==> src/design/rtc_irq_pkg.sv <==
// Purpose: shared constants for the timer and alarm interrupt block
// Assumes: 8-bit registers on a 4-bit word address, 20 MHz clock
// Notes:   all figures used by more than one file live here
package rtc_irq_pkg;

   // register offsets
   localparam logic [3:0] MIN_ALARM_ADDR  = 4'h8;
   localparam logic [3:0] HOUR_ALARM_ADDR = 4'h9;
   localparam logic [3:0] WDAY_ALARM_ADDR = 4'ha;
   localparam logic [3:0] PRESET_LO_ADDR  = 4'hb;
   localparam logic [3:0] PRESET_HI_ADDR  = 4'hc;
   localparam logic [3:0] EXT_CFG_ADDR    = 4'hd;
   localparam logic [3:0] FLAGS_ADDR      = 4'he;
   localparam logic [3:0] IRQ_CTRL_ADDR   = 4'hf;

   // field positions
   localparam int COMPARE_DISABLE_BIT = 7;
   localparam int CD_ENABLE_BIT       = 4;
   localparam int WDAY_DATE_SEL_BIT   = 3;
   localparam int CD_FLAG_BIT         = 4;
   localparam int ALARM_FLAG_BIT      = 3;
   localparam int CD_IRQ_EN_BIT       = 4;
   localparam int ALARM_IRQ_EN_BIT    = 3;
   localparam int CD_STOP_BIT         = 2;
   localparam int CLOCK_STOP_BIT      = 1;

   // writable bits of the control register; the rest read as zero
   localparam logic [7:0] IRQ_CTRL_MASK = 8'h3e;

   // reset values
   localparam logic [7:0]  ALARM_RST    = 8'h00;
   localparam logic [15:0] PRESET_RST   = 16'h0000;
   localparam logic [7:0]  EXT_CFG_RST  = 8'h00;
   localparam logic [7:0]  IRQ_CTRL_RST = 8'h00;

   // countdown source select codes
   localparam logic [2:0] SRC_4096HZ = 3'h0;
   localparam logic [2:0] SRC_64HZ   = 3'h1;
   localparam logic [2:0] SRC_1HZ    = 3'h2;
   localparam logic [2:0] SRC_MINUTE = 3'h3;
   localparam logic [2:0] SRC_HOUR   = 3'h4;

   // timing
   localparam int CLK_PERIOD_NS     = 50;
   localparam int RELEASE_FAST_NS   = 122000;
   localparam int RELEASE_SLOW_NS   = 7813000;
   localparam int RELEASE_FAST_CYC  = RELEASE_FAST_NS / CLK_PERIOD_NS;
   localparam int RELEASE_SLOW_CYC  = RELEASE_SLOW_NS / CLK_PERIOD_NS;
   localparam int MATCH_LATENCY_NS  = 1460000;
   localparam int MATCH_LATENCY_CYC = MATCH_LATENCY_NS / CLK_PERIOD_NS;
   localparam int RELEASE_CNT_W     = 18;

   // one alarm field: disabled, or its value bits equal the time
   function automatic logic field_hit(input logic [7:0] alarm,
                                      input logic [6:0] now,
                                      input logic [6:0] mask);
      return alarm[COMPARE_DISABLE_BIT] | ((alarm[6:0] & mask) == (now & mask));
   endfunction : field_hit

endpackage : rtc_irq_pkg

==> src/design/rtc_countdown.sv <==
// Purpose: 16-bit reloading countdown with event pulse
// Assumes: src_tick_i is a one-cycle pulse at the selected source rate
// Notes:   event_o is high one enabled cycle after the 1 to 0 step
`timescale 1ns/100ps
`default_nettype none
module rtc_countdown #(
   parameter int WIDTH = 16
) (
   input  wire logic             clk_i,
   input  wire logic             rst_i,
   input  wire logic             ce_i,
   input  wire logic             enable_i,
   input  wire logic             src_tick_i,
   input  wire logic [WIDTH-1:0] preset_i,
   output logic      [WIDTH-1:0] count_o,
   output logic                  event_o
);

   logic [WIDTH-1:0] count_q;
   logic [WIDTH-1:0] count_d;
   logic             enable_q;
   logic             event_q;
   logic             event_d;
   wire              start    = enable_i & ~enable_q;
   wire              at_one   = (count_q == WIDTH'(1));

   always_comb begin
      count_d = count_q;
      event_d = 1'b0;
      if (start) begin
         count_d = preset_i;
      end else if (enable_i && src_tick_i) begin
         if (at_one) begin
            count_d = preset_i;
            event_d = 1'b1;
         end else if (count_q == '0) begin
            count_d = preset_i;
         end else begin
            count_d = count_q - WIDTH'(1);
         end
      end
   end

   always_ff @(posedge clk_i) begin
      if (rst_i) begin
         count_q  <= '0;
         enable_q <= 1'b0;
         event_q  <= 1'b0;
      end else if (ce_i) begin
         count_q  <= count_d;
         enable_q <= enable_i;
         event_q  <= event_d;
      end
   end

   assign count_o = count_q;
   assign event_o = event_q;

   AST_START_FROM_PRESET: assert property (@(posedge clk_i) disable iff (rst_i)
      ce_i && start |=> count_q == $past(preset_i))
      else $error("countdown did not start from preset");

   AST_RELOAD_ON_ZERO: assert property (@(posedge clk_i) disable iff (rst_i)
      ce_i && !start && enable_i && src_tick_i && at_one |=> event_q && count_q == $past(preset_i))
      else $error("no event and reload at 1 to 0 step");

endmodule : rtc_countdown
`default_nettype wire

==> src/design/rtc_alarm_match.sv <==
// Purpose: alarm comparator evaluated on each minute update
// Assumes: time inputs already hold the new values in the tick cycle
// Notes:   match_o is a registered pulse, one enabled cycle long
`timescale 1ns/100ps
`default_nettype none
module rtc_alarm_match (
   input  wire logic       clk_i,
   input  wire logic       rst_i,
   input  wire logic       ce_i,
   input  wire logic       run_i,
   input  wire logic       min_tick_i,
   input  wire logic [7:0] min_alarm_i,
   input  wire logic [7:0] hour_alarm_i,
   input  wire logic [7:0] wday_alarm_i,
   input  wire logic       date_sel_i,
   input  wire logic [6:0] minute_i,
   input  wire logic [5:0] hour_i,
   input  wire logic [5:0] date_i,
   input  wire logic [2:0] weekday_i,
   output logic            match_o
);

   logic match_q;

   wire  min_ok   = rtc_irq_pkg::field_hit(min_alarm_i, minute_i, 7'h7f);
   wire  hour_ok  = rtc_irq_pkg::field_hit(hour_alarm_i, {1'b0, hour_i}, 7'h3f);
   wire  date_ok  = rtc_irq_pkg::field_hit(wday_alarm_i, {1'b0, date_i}, 7'h3f);
   wire  [6:0] day_bit = 7'h01 << weekday_i;
   wire  wday_ok  = wday_alarm_i[rtc_irq_pkg::COMPARE_DISABLE_BIT]
                    | (|(wday_alarm_i[6:0] & day_bit));
   wire  third_ok = date_sel_i ? date_ok : wday_ok;
   wire  all_ok   = min_ok & hour_ok & third_ok;
   // only a counter advance can match, never a register write
   wire  hit      = run_i & min_tick_i & all_ok;

   always_ff @(posedge clk_i) begin
      if (rst_i) begin
         match_q <= 1'b0;
      end else if (ce_i) begin
         match_q <= hit;
      end
   end

   assign match_o = match_q;

   AST_EVERY_MINUTE: assert property (@(posedge clk_i) disable iff (rst_i)
      ce_i && run_i && min_tick_i && min_alarm_i[7] && hour_alarm_i[7] && wday_alarm_i[7]
      |=> match_q)
      else $error("all fields disabled but no minute alarm");

   AST_MATCH_NEEDS_TICK: assert property (@(posedge clk_i) disable iff (rst_i)
      $rose(match_q) |-> $past(min_tick_i) && $past(run_i))
      else $error("alarm match without a minute update");

endmodule : rtc_alarm_match
`default_nettype wire

==> src/design/rtc_irq_top.sv <==
// Purpose: timer and alarm interrupt logic with register port
// Assumes: tick inputs are one-cycle pulses from the time counters
// Notes:   interrupt pin is open drain, enable high while pulled low
//
// Summary of operation
// - events every preset times source period
// - select field picks one of five sources
// - step one to zero raises event, reloads
// - enable rising edge starts from preset
// - alarm match sets flag, pulls interrupt low
// - alarm interrupt holds low until cancelled
// - clock stop suppresses alarm events
// - three alarm registers at 08h to 0Ah
// - disable bit removes a field from compare
// - all fields disabled gives minute alarm
// - alarm only on counter advance
// - select bit chooses weekday or date
// - weekday mode uses a seven-day mask
// - alarm flag cleared only by writing zero
// - alarm enable only gates the pin
// - timer flag set per event, zero clears
// - timer interrupt releases after fixed time
//
// Design decision made here: strobed register access.
`timescale 1ns/100ps
`default_nettype none
module rtc_irq_top #(
   parameter int PRESET_W     = 16,
   parameter int RELEASE_SLOW = rtc_irq_pkg::RELEASE_SLOW_CYC
) (
   // clock, reset, enable
   input  wire logic       MCLK_I,
   input  wire logic       SYS_RST_I,
   input  wire logic       CLK_EN_I,
   // register port
   input  wire logic [3:0] ADDR_I,
   input  wire logic [7:0] WDATA_I,
   input  wire logic       WR_I,
   input  wire logic       RD_I,
   output logic      [7:0] RDATA_O,
   // source ticks from the time base
   input  wire logic       TICK_4096HZ_I,
   input  wire logic       TICK_64HZ_I,
   input  wire logic       TICK_1HZ_I,
   input  wire logic       TICK_MINUTE_I,
   input  wire logic       TICK_HOUR_I,
   // running time counters, bcd
   input  wire logic [6:0] MINUTE_I,
   input  wire logic [5:0] HOUR_I,
   input  wire logic [5:0] DATE_I,
   input  wire logic [2:0] WEEKDAY_I,
   // open-drain interrupt pin
   input  wire logic       IRQ_I,
   output logic            IRQ_O,
   output logic            IRQ_OE_O
);

   // register state
   logic [7:0]          min_alarm_q;
   logic [7:0]          hour_alarm_q;
   logic [7:0]          wday_alarm_q;
   logic [PRESET_W-1:0] preset_q;
   logic [7:0]          ext_cfg_q;
   logic [7:0]          irq_ctrl_q;
   logic                cd_flag_q;
   logic                cd_flag_d;
   logic                alarm_flag_q;
   logic                alarm_flag_d;
   logic [7:0]          rdata_q;
   logic                irq_oe_q;
   logic                irq_oe_d;
   logic                timer_irq_q;
   logic                timer_irq_d;
   logic [rtc_irq_pkg::RELEASE_CNT_W-1:0] release_q;
   logic [rtc_irq_pkg::RELEASE_CNT_W-1:0] release_d;

   // write decode
   wire wr_min   = WR_I && ADDR_I == rtc_irq_pkg::MIN_ALARM_ADDR;
   wire wr_hour  = WR_I && ADDR_I == rtc_irq_pkg::HOUR_ALARM_ADDR;
   wire wr_wday  = WR_I && ADDR_I == rtc_irq_pkg::WDAY_ALARM_ADDR;
   wire wr_plo   = WR_I && ADDR_I == rtc_irq_pkg::PRESET_LO_ADDR;
   wire wr_phi   = WR_I && ADDR_I == rtc_irq_pkg::PRESET_HI_ADDR;
   wire wr_ext   = WR_I && ADDR_I == rtc_irq_pkg::EXT_CFG_ADDR;
   wire wr_flags = WR_I && ADDR_I == rtc_irq_pkg::FLAGS_ADDR;
   wire wr_ctrl  = WR_I && ADDR_I == rtc_irq_pkg::IRQ_CTRL_ADDR;

   // control fields
   wire       countdown_enable       = ext_cfg_q[rtc_irq_pkg::CD_ENABLE_BIT];
   wire       weekday_or_date_select = ext_cfg_q[rtc_irq_pkg::WDAY_DATE_SEL_BIT];
   wire [2:0] source_select          = ext_cfg_q[2:0];
   wire       countdown_irq_enable   = irq_ctrl_q[rtc_irq_pkg::CD_IRQ_EN_BIT];
   wire       alarm_irq_enable       = irq_ctrl_q[rtc_irq_pkg::ALARM_IRQ_EN_BIT];
   wire       countdown_stop         = irq_ctrl_q[rtc_irq_pkg::CD_STOP_BIT];
   wire       clock_stop             = irq_ctrl_q[rtc_irq_pkg::CLOCK_STOP_BIT];

   // source selection; unused codes give no tick
   logic src_raw;
   always_comb begin
      unique case (source_select)
         rtc_irq_pkg::SRC_4096HZ: src_raw = TICK_4096HZ_I;
         rtc_irq_pkg::SRC_64HZ:   src_raw = TICK_64HZ_I;
         rtc_irq_pkg::SRC_1HZ:    src_raw = TICK_1HZ_I;
         rtc_irq_pkg::SRC_MINUTE: src_raw = TICK_MINUTE_I;
         rtc_irq_pkg::SRC_HOUR:   src_raw = TICK_HOUR_I;
         default:                 src_raw = 1'b0;
      endcase
   end

   // countdown freezes under either stop bit
   wire src_tick = src_raw & ~countdown_stop & ~clock_stop;
   wire fast_src = (source_select == rtc_irq_pkg::SRC_4096HZ);

   wire [PRESET_W-1:0] cd_count;
   wire                cd_event;
   wire                alarm_hit;

   rtc_countdown #(
      .WIDTH      (PRESET_W)
   ) u_countdown (
      .clk_i      (MCLK_I),
      .rst_i      (SYS_RST_I),
      .ce_i       (CLK_EN_I),
      .enable_i   (countdown_enable),
      .src_tick_i (src_tick),
      .preset_i   (preset_q),
      .count_o    (cd_count),
      .event_o    (cd_event)
   );

   rtc_alarm_match u_alarm (
      .clk_i        (MCLK_I),
      .rst_i        (SYS_RST_I),
      .ce_i         (CLK_EN_I),
      .run_i        (~clock_stop),
      .min_tick_i   (TICK_MINUTE_I),
      .min_alarm_i  (min_alarm_q),
      .hour_alarm_i (hour_alarm_q),
      .wday_alarm_i (wday_alarm_q),
      .date_sel_i   (weekday_or_date_select),
      .minute_i     (MINUTE_I),
      .hour_i       (HOUR_I),
      .date_i       (DATE_I),
      .weekday_i    (WEEKDAY_I),
      .match_o      (alarm_hit)
   );

   // flags: a set in the clearing cycle wins
   wire clr_cd_flag    = wr_flags & ~WDATA_I[rtc_irq_pkg::CD_FLAG_BIT];
   wire clr_alarm_flag = wr_flags & ~WDATA_I[rtc_irq_pkg::ALARM_FLAG_BIT];
   assign cd_flag_d    = cd_event | (cd_flag_q & ~clr_cd_flag);
   assign alarm_flag_d = alarm_hit | (alarm_flag_q & ~clr_alarm_flag);

   // next control bits, so the pin follows a write in the same edge
   wire [7:0] irq_ctrl_d = wr_ctrl ? (WDATA_I & rtc_irq_pkg::IRQ_CTRL_MASK) : irq_ctrl_q;
   wire       cd_ie_d    = irq_ctrl_d[rtc_irq_pkg::CD_IRQ_EN_BIT];
   wire       alarm_ie_d = irq_ctrl_d[rtc_irq_pkg::ALARM_IRQ_EN_BIT];

   // timer-driven low level with automatic release
   wire [rtc_irq_pkg::RELEASE_CNT_W-1:0] release_len = fast_src
      ? rtc_irq_pkg::RELEASE_CNT_W'(rtc_irq_pkg::RELEASE_FAST_CYC)
      : rtc_irq_pkg::RELEASE_CNT_W'(RELEASE_SLOW);
   wire release_done = (release_q == rtc_irq_pkg::RELEASE_CNT_W'(1));

   always_comb begin
      timer_irq_d = timer_irq_q;
      release_d   = release_q;
      if (cd_event && cd_ie_d) begin
         timer_irq_d = 1'b1;
         release_d   = release_len;
      end else if (!cd_ie_d) begin
         timer_irq_d = 1'b0;
         release_d   = '0;
      end else if (timer_irq_q) begin
         timer_irq_d = ~release_done;
         release_d   = release_q - rtc_irq_pkg::RELEASE_CNT_W'(1);
      end
   end

   // alarm enable only gates, the flag holds the pin down
   assign irq_oe_d = (alarm_flag_d & alarm_ie_d) | timer_irq_d;

   // register writes
   always_ff @(posedge MCLK_I) begin
      if (SYS_RST_I) begin
         min_alarm_q  <= rtc_irq_pkg::ALARM_RST;
         hour_alarm_q <= rtc_irq_pkg::ALARM_RST;
         wday_alarm_q <= rtc_irq_pkg::ALARM_RST;
         preset_q     <= PRESET_W'(rtc_irq_pkg::PRESET_RST);
         ext_cfg_q    <= rtc_irq_pkg::EXT_CFG_RST;
         irq_ctrl_q   <= rtc_irq_pkg::IRQ_CTRL_RST;
      end else if (CLK_EN_I) begin
         if (wr_min)  min_alarm_q  <= WDATA_I;
         if (wr_hour) hour_alarm_q <= WDATA_I;
         if (wr_wday) wday_alarm_q <= WDATA_I;
         if (wr_plo)  preset_q[7:0] <= WDATA_I;
         if (wr_phi)  preset_q[PRESET_W-1:8] <= WDATA_I[PRESET_W-9:0];
         if (wr_ext)  ext_cfg_q <= WDATA_I;
         irq_ctrl_q <= irq_ctrl_d;
      end
   end

   // flags and pin
   always_ff @(posedge MCLK_I) begin
      if (SYS_RST_I) begin
         cd_flag_q    <= 1'b0;
         alarm_flag_q <= 1'b0;
         timer_irq_q  <= 1'b0;
         release_q    <= '0;
         irq_oe_q     <= 1'b0;
      end else if (CLK_EN_I) begin
         cd_flag_q    <= cd_flag_d;
         alarm_flag_q <= alarm_flag_d;
         timer_irq_q  <= timer_irq_d;
         release_q    <= release_d;
         irq_oe_q     <= irq_oe_d;
      end
   end

   // read mux; counter shows preset while disabled, live count while enabled
   wire [PRESET_W-1:0] cd_view = countdown_enable ? cd_count : preset_q;
   logic [7:0] rd_mux;
   always_comb begin
      unique case (ADDR_I)
         rtc_irq_pkg::MIN_ALARM_ADDR:  rd_mux = min_alarm_q;
         rtc_irq_pkg::HOUR_ALARM_ADDR: rd_mux = hour_alarm_q;
         rtc_irq_pkg::WDAY_ALARM_ADDR: rd_mux = wday_alarm_q;
         rtc_irq_pkg::PRESET_LO_ADDR:  rd_mux = cd_view[7:0];
         rtc_irq_pkg::PRESET_HI_ADDR:  rd_mux = 8'(cd_view[PRESET_W-1:8]);
         rtc_irq_pkg::EXT_CFG_ADDR:    rd_mux = ext_cfg_q;
         rtc_irq_pkg::FLAGS_ADDR:      rd_mux = {3'h0, cd_flag_q, alarm_flag_q, 3'h0};
         rtc_irq_pkg::IRQ_CTRL_ADDR:   rd_mux = irq_ctrl_q;
         default:                      rd_mux = 8'h00;
      endcase
   end

   always_ff @(posedge MCLK_I) begin
      if (SYS_RST_I) begin
         rdata_q <= 8'h00;
      end else if (CLK_EN_I) begin
         rdata_q <= RD_I ? rd_mux : 8'h00;
      end
   end

   // pin only ever pulls low
   assign IRQ_O    = 1'b0;
   assign IRQ_OE_O = irq_oe_q;
   assign RDATA_O  = rdata_q;

   AST_ALARM_SETS_FLAG: assert property (@(posedge MCLK_I) disable iff (SYS_RST_I)
      CLK_EN_I && alarm_hit |=> alarm_flag_q)
      else $error("alarm match did not set the flag");

   AST_ALARM_HOLDS_PIN: assert property (@(posedge MCLK_I) disable iff (SYS_RST_I)
      alarm_flag_q && alarm_irq_enable |-> IRQ_OE_O)
      else $error("pin released while alarm pending");

   AST_ALARM_FLAG_STICKY: assert property (@(posedge MCLK_I) disable iff (SYS_RST_I)
      CLK_EN_I && alarm_flag_q && !clr_alarm_flag |=> alarm_flag_q)
      else $error("alarm flag dropped without a zero write");

   AST_NO_ALARM_IN_STOP: assert property (@(posedge MCLK_I) disable iff (SYS_RST_I)
      CLK_EN_I && clock_stop |=> !alarm_hit)
      else $error("alarm raised while clock stopped");

   AST_ALARM_PULLS_PIN: assert property (@(posedge MCLK_I) disable iff (SYS_RST_I)
      CLK_EN_I && alarm_hit && alarm_ie_d |=> IRQ_OE_O)
      else $error("alarm match did not pull the pin low");

   AST_PIN_GATING: assert property (@(posedge MCLK_I) disable iff (SYS_RST_I)
      IRQ_OE_O == ((alarm_flag_q && alarm_irq_enable) || timer_irq_q))
      else $error("pin state disagrees with pending sources");

   AST_ALARM_CLEAR: assert property (@(posedge MCLK_I) disable iff (SYS_RST_I)
      CLK_EN_I && clr_alarm_flag && !alarm_hit |=> !alarm_flag_q)
      else $error("zero write did not clear the alarm flag");

   AST_TIMER_FLAG_STICKY: assert property (@(posedge MCLK_I) disable iff (SYS_RST_I)
      CLK_EN_I && cd_flag_q && !clr_cd_flag |=> cd_flag_q)
      else $error("timer flag dropped without a zero write");

   AST_READ_IDLE_ZERO: assert property (@(posedge MCLK_I) disable iff (SYS_RST_I)
      CLK_EN_I && !RD_I |=> RDATA_O == 8'h00)
      else $error("read data not zero outside a read");

   AST_TIMER_FLAG_SET: assert property (@(posedge MCLK_I) disable iff (SYS_RST_I)
      CLK_EN_I && cd_event |=> cd_flag_q)
      else $error("timer event did not set the flag");

   AST_TIMER_RELEASE: assert property (@(posedge MCLK_I) disable iff (SYS_RST_I)
      CLK_EN_I && timer_irq_q && release_done && !cd_event |=> !timer_irq_q)
      else $error("timer interrupt not released on time");

   AST_RELEASE_LEN: assert property (@(posedge MCLK_I) disable iff (SYS_RST_I)
      CLK_EN_I && cd_event && countdown_irq_enable && !wr_ctrl
      |=> timer_irq_q && release_q == $past(release_len))
      else $error("release count loaded wrong");

   AST_SOURCE_SELECT: assert property (@(posedge MCLK_I) disable iff (SYS_RST_I)
      source_select == rtc_irq_pkg::SRC_1HZ && !countdown_stop && !clock_stop
      |-> src_tick == TICK_1HZ_I)
      else $error("wrong countdown source");

endmodule : rtc_irq_top
`default_nettype wire

==> config.mk <==
export PLATFORM = sky130hd
export DESIGN_NAME = rtc_irq_top
export DESIGN_NICKNAME = d
export VERILOG_FILES = /design/src/design/rtc_irq_pkg.sv /design/src/design/rtc_countdown.sv /design/src/design/rtc_alarm_match.sv /design/src/design/rtc_irq_top.sv
export SDC_FILE = /design/constraint.sdc
export NUM_CORES = 1
export LEC_CHECK = 0
export ABC_AREA = 1
export BUFFER_PORTS_ARGS = -buffer_cell sky130_fd_sc_hd__buf_4
export CAP_MARGIN = 40
export CORE_ASPECT_RATIO = 0.7
export CORE_MARGIN = 1.5
export CORE_UTILIZATION = 60
export DETAILED_ROUTE_END_ITERATION = 16
export PLACE_DENSITY = 0.89
export SLEW_MARGIN = 10
export SYNTH_ARGS = -nofsm -noshare
export SYNTH_HDL_FRONTEND = slang
export SYNTH_SLANG_ARGS = --single-unit
==> constraint.sdc <==
create_clock -name MCLK_I -period 4.84 [get_ports MCLK_I]
set_input_delay 0.484 -clock MCLK_I [delete_from_list [all_inputs] [get_ports MCLK_I]]
set_output_delay 0.484 -clock MCLK_I [all_outputs]
set_load 0.005 [all_outputs]
### Word level (Yosys, flattened, before mapping)

Index checks and enable logic that the tools add are counted.

* word-level logic and storage cells: 110
* output and inout bits: 10
* register bits: 102
* bits of input ports: 45

* shifts and indexed selects: 1
* bitwise logic cells: 28
* eq/ne operators: 18
* mux-type cells: 20
* $add $sub $neg: 2
* reduce and logical (&&, ||, !) cells: 23

Operators with widths (count)
* 16-bit 2-to-1 mux: 5
* 18-bit 2-to-1 mux: 4
* 8-bit case mux with 8 select lines: 1
* 4-bit equality test (second input constant): 8
* 18-bit by 1-bit equality test with 1-bit output (second input constant): 1
* 2-bit AND reduction: 9
* 18-bit by 1-bit subtractor with 18-bit output (second input constant): 1
* 16-bit by 1-bit equality test with 1-bit output (second input constant): 1
* 16-bit zero test: 1
* 16-bit by 1-bit subtractor with 16-bit output (second input constant): 1
* 1-bit AND: 12
* 6-bit equality test: 2
* 1-bit logical AND: 10
* 8-bit 2-to-1 mux: 1
* 1-bit NOT: 8
* 7-bit AND: 1
* 7-bit equality test: 1
* 1-bit 2-to-1 mux: 7
* 1-bit OR: 7
* 7-bit OR reduction: 1
* 1-bit by 3-bit left shift with 7-bit output (first input constant): 1
* 3-bit by 2-bit equality test with 1-bit output (second input constant): 2
* 5-bit 2-to-1 mux: 1
* 1-bit case mux with 5 select lines: 1
* 5 further kinds: 5

### Longest topological paths before layout

Gate-level depths: netlist of the first run.

* depth after elaboration: 8
* gate-level depth with buffers: 12
* gate-level depth less buffers: 12

### By module

A second synthesis of the first run with hierarchy kept.

* cells, all modules: 1034
* area total of the unflattened synthesis: 6414.9 µm²

By module, submodules not included
* rtc_irq_top: sequential area each 1661.6 µm², area an instance 4540.6 µm², instances 1, cells an instance 687
* rtc_countdown: sequential area each 360.3 µm², area an instance 1372.6 µm², instances 1, cells an instance 234
* rtc_alarm_match: sequential area each 20.0 µm², area an instance 501.7 µm², instances 1, cells an instance 113

### Least setup slack after synthesis of the first run

OpenSTA, ideal clock, no wires.

* kind: reg-to-reg
* start: reg u_countdown.count_q[0], in the netlist u_countdown.count_o[0]
* end: reg u_countdown.count_q[6], in the netlist u_countdown.count_o[6]
* arrival time: 1.520 ns
* path buffers: 1
* slack: 3.203 ns
* stages on the path, launching flop included: 11
* period minus slack after synthesis: 1.637 ns
* required time: 4.723 ns
* setup time: 0.117 ns
* path through: dfxtp_1 inv_1 ha_1 or2_2 nand3_2 nand2_4 inv_4 buf_6 nand3_1 a21oi_1 nor2_1

* cells in the longest elaborated chain, start to end: 5
* elaborated cells between the ends (all ways): 7
* classes of those cells: add/sub (1); eq/ne (1); mux (4); reduce/logical (1)

RTL lines
* start: declaration: RTL line rtc_countdown.sv:19 `logic [WIDTH-1:0] count_q;`
* start signal: assignment: RTL line rtc_countdown.sv:50 `count_q <= count_d;`
* 16-bit by 1-bit subtractor with 16-bit output or 16-bit zero test (tied branches): RTL line rtc_countdown.sv:39, rtc_countdown.sv:36
* 16-bit 2-to-1 mux: RTL line rtc_countdown.sv:36 `end else if (count_q == '0) begin`
* 16-bit 2-to-1 mux (*): RTL line rtc_countdown.sv:33 `if (at_one) begin`
* 16-bit 2-to-1 mux (*): RTL line rtc_countdown.sv:32 `end else if (enable_i && src_tick_i) begin`
* 16-bit 2-to-1 mux (*): RTL line rtc_countdown.sv:30 `if (start) begin`

Mark *: on every way between the ends. The rest lies on a longest branch, timed or not. The select of a mux whose other input is x is not followed.
A chain may end at the register's enable or synchronous reset.

### Worst setup path after layout of the first run

* start: reg ext_cfg_q[4]
* end: reg u_countdown.count_q[12], in the netlist u_countdown.count_o[12]

* cells in the longest elaborated chain, start to end: 3
* elaborated cells between the ends (all ways): 5
* classes of those cells: mux (1); bitwise (1); reduce/logical (3)

RTL lines
* start: declaration: RTL line rtc_irq_top.sv:63 `logic [7:0] ext_cfg_q;`
* start signal: assignment: RTL line rtc_irq_top.sv:189 `ext_cfg_q <= rtc_irq_pkg::EXT_CFG_RST;`
* 1-bit AND or 1-bit logical AND (tied branches): RTL line rtc_countdown.sv:24, rtc_countdown.sv:32
* 2-bit nonzero test (no source line)
* 2-bit AND reduction (no source line)

Several ways; a longest one is shown, not always the timed one.

==> run metrics, run 1 <==
RR Endpoint u_countdown.count_o[12]$_SDFFE_PP0P_; worst r2r src ext_cfg_q[4]$_SDFFE_PP0P_; share of layout cells above drive strength 1 9.96%; CP Max Fanout 22; WL final 16400 microns; CP Cell Sequence inv_2 > nor2_1 > nand2_1 > a21oi_1 > nand2_1 > a21oi_4 > inv_2 > a21oi_1 > nor2_1; NumNets Final 1041; WP buf/inv 2; Die ar. 10500 sq um; Final Max Slew Viols 0; design area 6630 sq um; r2r setup slk 2170 ps; post-route setup TNS 0 ps; VDD IR max 215 uV; number of remaining DRC errors 0; Die Span Y 86.4 microns; routed len/inst 14.6 microns; Psw 493 uW; Hold-fix buffers, CTS 0; Arr. time, crit path 2910 ps; row count 30; Yosys reg bits 102; Rel. slew slack 47.9%; Cell Area, Synth 5960 sq um; sequential fraction of the synthesis area 34.3%; wire length of the first global-routing pass 26800 microns; Die X 122 microns; Pleak 0.00309 uW; # resized after CTS 0; min-delay src ext_cfg_q[7]$_SDFFE_PP0P_; deepest clock path buffer count 2; Hold Vio Cnt, Final 0; yosys warns 0; Tot GR Track Use 32.4%; Core ar. 9680 sq um; initial core utilization 61.5%; crit start category flip-flop; Worst Clk Skew 10.8 ps; final HPWL from detailed placement 11700 microns; Synth top area share 34.3%; Synth Net Count 1005; measured slew at the worst slew-check pin 781 ps; Post-Synth XOR/XNOR Area 2.35%; clk_lat worst skew 360 ps; initial antenna violation count 0; TritonCTS buffer count 9; f_max 375 MHz; Worst-path clk slew 70 ps; Synth area leader dfxtp_1; CP Class flip-flop to flip-flop; Largest stage delay, worst path 830 ps; area grow syn2layout 11.3%; crit path time final 2670 ps; post-synthesis mux area share 0%; sw frac 27.6%; max_cap viols 0; top-level I/O count 55; main combinational cell family by area after synthesis simple AND/OR/NAND/NOR gates; Clk network pwr share 38.2%; Top Family by Delay on Critical Path flip-flops; Synth area leaders dfxtp_1, nand2_1, inv_1; vias per cell 5.60; ant diodes 0; CTS root buffer clkbuf_16; Post-CTS Setup Inserts 0; gpl congestion 0.945; post-synthesis compound-gate area fraction 16.7%; Syn Area/Cell 6.24 sq um; Initial DRC Count 684; Cells after Synth 955; hold path cells 2; DR pass1 iterations 6; simple-gate share of the synthesized area 34.1%; adder-cell share of the synthesized area 1.05%; H-tree depth reported by CTS 3; Crit-path slowest cell dfxtp_1; CTS tree yes; I/O Buffers 52; Sink Count 102; Power Density 269 nW/um^2; DR vias 6280; GRT overflow 0; largest net degree at the start of global routing 54; vias in the first global route 5422; HP Class flip-flop to flip-flop; part of the power in registers 48.5%; status finished, final reports clean; final setup fails 0; Hold WS 459 ps; remaining antenna violation count 0; CP endpoint kind flip-flop; Netlist cell types 40; R2R cell count 9; DP Area 6370 sq um; Pint 1290 uW; Hold Path End ext_cfg_q[7]$_SDFFE_PP0P_; number of fill cells 828; Critical Path RT 5090 ps; Comb pwr share 13.3%; unrepaired setup endpoints after global routing no; period utilization 55.1%
[placed cells by master, fill, tap and decap left out, types with 4 or more instances in the layout]
| master | n |
|---|---|
| nand2_2 | 7 |
| a221oi_1 | 5 |
| a21oi_1 | 81 |
| nor2_2 | 4 |
| xor2_1 | 13 |
| clkbuf_16 | 9 |
| o21ai_0 | 80 |
| o22ai_1 | 12 |
| nand2_1 | 261 |
| buf_4 | 53 |
| nor3_1 | 7 |
| dfxtp_1 | 102 |
| nand4_1 | 12 |
| nand3_1 | 55 |
| nor2_1 | 113 |
| nand2_4 | 4 |
| inv_2 | 6 |
| inv_1 | 134 |
| ha_1 | 5 |
[through the flow]
stage | utilization [%] | total power (uW) | std cells | setup slack (ps)
global route | 68.5 | 1840 | 1122 | 2030
global placement | 65.8 | 1110 | 1108 | 2360
finish | 68.5 | 1790 | 1122 | 2170
CTS | 68.5 | 1780 | 1122 | 2320
detailed placement | 65.8 | 1110 | 1108 | 2340
floorplan | - | 1040 | 955 | 3200
[cells by family (layout without fill, tap and decap cells)]
family,Yosys count,in the layout
other,1,1
flip-flops,102,102
XOR/XNOR,16,16
AO/OA/AOI/OAI,185,185
adder cells (fa/ha/maj),5,5
AND/OR/NAND/NOR,476,476
buffers and inverters,170,209
[synth_stat cells]
cell / number
xor2_1: 13
clkinv_1: 1
nor2_4: 2
o21ai_0: 80
conb_1: 1
buf_6: 1
nor2_2: 4
o211a_1: 1
inv_4: 1
nand4_4: 1
nand4_1: 12
nand3_2: 3
nand2_2: 7
or2_2: 1
buf_8: 1
and3_1: 2
nand3b_1: 3
inv_1: 134
a21oi_1: 81
nor2_1: 113
inv_2: 6
o22ai_1: 12
o21a_1: 1
buf_2: 9
a211oi_1: 1
nand2_4: 4
nor3_1: 7
a221oi_2: 1
buf_4: 3
a21oi_4: 1
ha_1: 5
clkbuf_1: 14
nand2_1: 261
dfxtp_1: 102
nand3_1: 55
a31oi_1: 1
o211ai_1: 1
nor3_4: 1
xnor2_1: 3
a221oi_1: 5
[how the worst max path moves through the flow]
| stage | startpoint | to | cells after the start |
|---|---|---|---|
| after detailed placement | ext_cfg_q[4]$_SDFFE_PP0P_ | u_countdown.count_o[12]$_SDFFE_PP0P_ | 9 |
| after floorplan | u_countdown.count_o[0]$_SDFFE_PP0P_ | u_countdown.count_o[6]$_SDFFE_PP0P_ | 10 |
| after CTS | ext_cfg_q[4]$_SDFFE_PP0P_ | u_countdown.count_o[5]$_SDFFE_PP0P_ | 9 |
| after global placement | ext_cfg_q[4]$_SDFFE_PP0P_ | u_countdown.count_o[12]$_SDFFE_PP0P_ | 9 |
| after global routing | ext_cfg_q[4]$_SDFFE_PP0P_ | u_countdown.count_o[12]$_SDFFE_PP0P_ | 9 |
| final | ext_cfg_q[4]$_SDFFE_PP0P_ | u_countdown.count_o[12]$_SDFFE_PP0P_ | 9 |
[sequential cells by signal, indices dropped and copies added (netlist names), 5 cells and up]
| signal | count |
|---|---|
| hour_alarm_q | 8 |
| min_alarm_q | 8 |
| RDATA_O | 8 |
| wday_alarm_q | 8 |
| release_q | 18 |
| ext_cfg_q | 8 |
| irq_ctrl_q | 5 |
| preset_q | 16 |
| u_countdown.count_o | 16 |
[worst min-delay path, cell delays in order, from the launching register on]
cell and delay, ps:
dfxtp_1 300, inv_1 60, a21oi_1 60
[final cells by class]
| class | instances | area (sq um) | area share, % |
|---|---|---|---|
| clock buffer | 10 | 239 | 3.60 |
| clock inverter | 4 | 23.8 | 0.358 |
| inverter | 142 | 536 | 8.07 |
| multi-input combinational | 683 | 3240 | 48.8 |
| sequential | 102 | 2040 | 30.8 |
| tap | 128 | 160 | 2.41 |
| timing repair buffer | 53 | 398 | 6.00 |
[power groups by stage]
stage	Clock (uW)	Sequential (uW)	Combinational [uW]
after floorplan	0	882	160
after global placement	0	885	226
after detailed placement	0	885	230
after CTS	677	866	232
after global routing	712	868	265
final	682	867	237
[layer usage]
| layer | routed length (microns) | track usage, % |
|---|---|---|
| met5 | 0 | 0 |
| met4 | 280 | 8.88 |
| met3 | 2160 | 10.7 |
| met2 | 6620 | 44.8 |
| met1 | 7300 | 48.0 |
(Power assumes the default switching activity.)
==> run 2: changes to the inputs <==
--- a/config.mk
+++ b/config.mk
@@ -10,9 +10,9 @@
 export CAP_MARGIN = 40
 export CORE_ASPECT_RATIO = 0.7
 export CORE_MARGIN = 1.5
-export CORE_UTILIZATION = 60
+export CORE_UTILIZATION = 54
 export DETAILED_ROUTE_END_ITERATION = 16
-export PLACE_DENSITY = 0.89
+export PLACE_DENSITY = 0.85
 export SLEW_MARGIN = 10
 export SYNTH_ARGS = -nofsm -noshare
 export SYNTH_HDL_FRONTEND = slang
==> constraint.sdc (replaced) <==
create_clock -name MCLK_I -period 2.4 [get_ports MCLK_I]
set_input_delay 0.24 -clock MCLK_I [delete_from_list [all_inputs] [get_ports MCLK_I]]
set_output_delay 0.24 -clock MCLK_I [all_outputs]
set_load 0.005 [all_outputs]
==> run metrics, run 2 (synthesized netlist as in run 1, its figures left out) <==
Post-CTS Setup Inserts 0 (unchanged); vias per cell 5.46 (-2.4%); NumNets Final 1044 (+0.29%); Die X 129 microns (+5.3%); Power Density 563 nW/um^2 (+110%); CP endpoint kind flip-flop; final setup fails 0 (unchanged); clk_lat worst skew 360 ps (about the same); most frequent cells in the layout nand2_1, inv_1, nor2_1; Die ar. 11700 sq um (+11%); WL final 16800 microns (+2.5%); initial antenna violation count 0 (unchanged); HP Class input pin to flip-flop; Multi-input gate area 3240 sq um (unchanged); I/O Buffers 52 (unchanged); top-level I/O count 55 (unchanged); measured slew at the worst slew-check pin 716 ps (-65.5 ps); DR vias 6263 (-0.27%); Die Span Y 90.9 microns (+5.2%); deepest clock path buffer count 2 (unchanged); area grow syn2layout 12.9%; register area 2040 sq um (unchanged); CTS root buffer clkbuf_16; Worst Clk Skew 12.8 ps (+2.00 ps); routed len/inst 14.6 microns (+0.29%); Hold Vio Cnt, Final 0 (unchanged); Worst-path clk slew 70 ps (about the same); CP Max Fanout 17 (-23%); Rel. slew slack 52.3% (+4.4 points); wire length of the first global-routing pass 27600 microns (+3.0%); Largest Register release_q; f_max 513 MHz (+37%); status finished, final reports clean; Arr. time, crit path 2190 ps (-720 ps); Final Max Slew Viols 0 (unchanged); period utilization 81.2% (+26 points); VDD IR max 363 uV (+69%); vias in the first global route 5591 (+3.1%); flip-flop count of the largest register after layout 18 (unchanged); GRT overflow 0 (unchanged); CP Class flip-flop to flip-flop; share of layout cells above drive strength 1 10.2% (+0.25 points); Tot GR Track Use 30.0% (-2.4 points); gpl congestion 0.915 (-3.2%); unrepaired setup endpoints after global routing no; Hold-fix buffers, CTS 0 (unchanged); ant diodes 0 (unchanged); number of remaining DRC errors 0 (unchanged); # resized after CTS 0 (unchanged); H-tree depth reported by CTS 3 (unchanged); Core ar. 10600 sq um (+8.9%); commonest non-fill, non-tap cell in the layout nand2_1; post-route setup TNS 0 ps (unchanged); Initial DRC Count 767 (+12%); row count 31 (+3.3%); CTS tree yes; final HPWL from detailed placement 11900 microns (+1.6%); Critical Path RT 2640 ps (-2450 ps); number of fill cells 988 (+19%); Sink Count 102 (unchanged); Pleak 0.00313 uW (+1.1%); crit path time final 1950 ps (-715 ps); largest net degree at the start of global routing 74 (+37%); TritonCTS buffer count 9 (unchanged); initial core utilization 56.5% (-5.1 points); max_cap viols 0 (unchanged); remaining antenna violation count 0 (unchanged); crit start category flip-flop; Hold WS 218 ps (-241 ps); DR pass1 iterations 5 (-1)
-- run 2: stage by stage --
step	std cells	setup WS [ps]	instance area (sq um)	utilization, %	power (uW)
final	1147	450	6730	63.8	3790
after global routing	1147	233	6730	63.8	3940
after CTS	1147	492	6730	63.8	3790
after detailed placement	1131	500	6420	60.8	2250
after global placement	1131	535	6420	60.8	2250
after floorplan	955	763	5960	-	2100
-- run 2: path summary, 6_finish.rpt --
check                                  from  cells past startpoint  slack [ps]                              endpoint
hold reg to reg   ext_cfg_q[7]$_SDFFE_PP0P_                      2         450             ext_cfg_q[7]$_SDFFE_PP0P_
hold / removal                   WDATA_I[4]                      3         220            irq_ctrl_q[4]$_SDFFE_PP0P_
setup / recovery  ext_cfg_q[4]$_SDFFE_PP0P_                      9         450  u_countdown.count_o[12]$_SDFFE_PP0P_
setup reg to reg  ext_cfg_q[4]$_SDFFE_PP0P_                      9         450  u_countdown.count_o[12]$_SDFFE_PP0P_
-- run 2: power breakdown --
| part | internal (uW) | switching [uW] |
|---|---|---|
| combinational | 166 | 318 |
| sequential | 1720 | 22.7 |
| clock | 879 | 676 |
-- run 2: worst max-delay path: stages, from the launching register on --
cell and delay [ps]:
dfxtp_1 340, inv_2 120, nor2_1 110, nand2_1 60, a21oi_1 120, nand2_1 160
a21oi_4 440, inv_2 240, a21oi_1 190, nor2_1 50
-- run 2: routing by layer --
metal	share of wire (%)	vias up	GRT usage [%]
met5	0	-	0
met4	1.5	0	8.15
met3	13	29	7.70
met2	40	362	43.2
met1	46	2761	44.2
li1	-	3111	-
-- run 2: layout make-up --
type	count	area share, %
Tap cell	148	2.75
Clock inverter	3	0.744
Inverter	142	7.96
Sequential cell	102	30.3
Timing Repair Buffer	56	6.25
Clock buffer	13	3.87
Multi-Input combinational cell	683	48.1
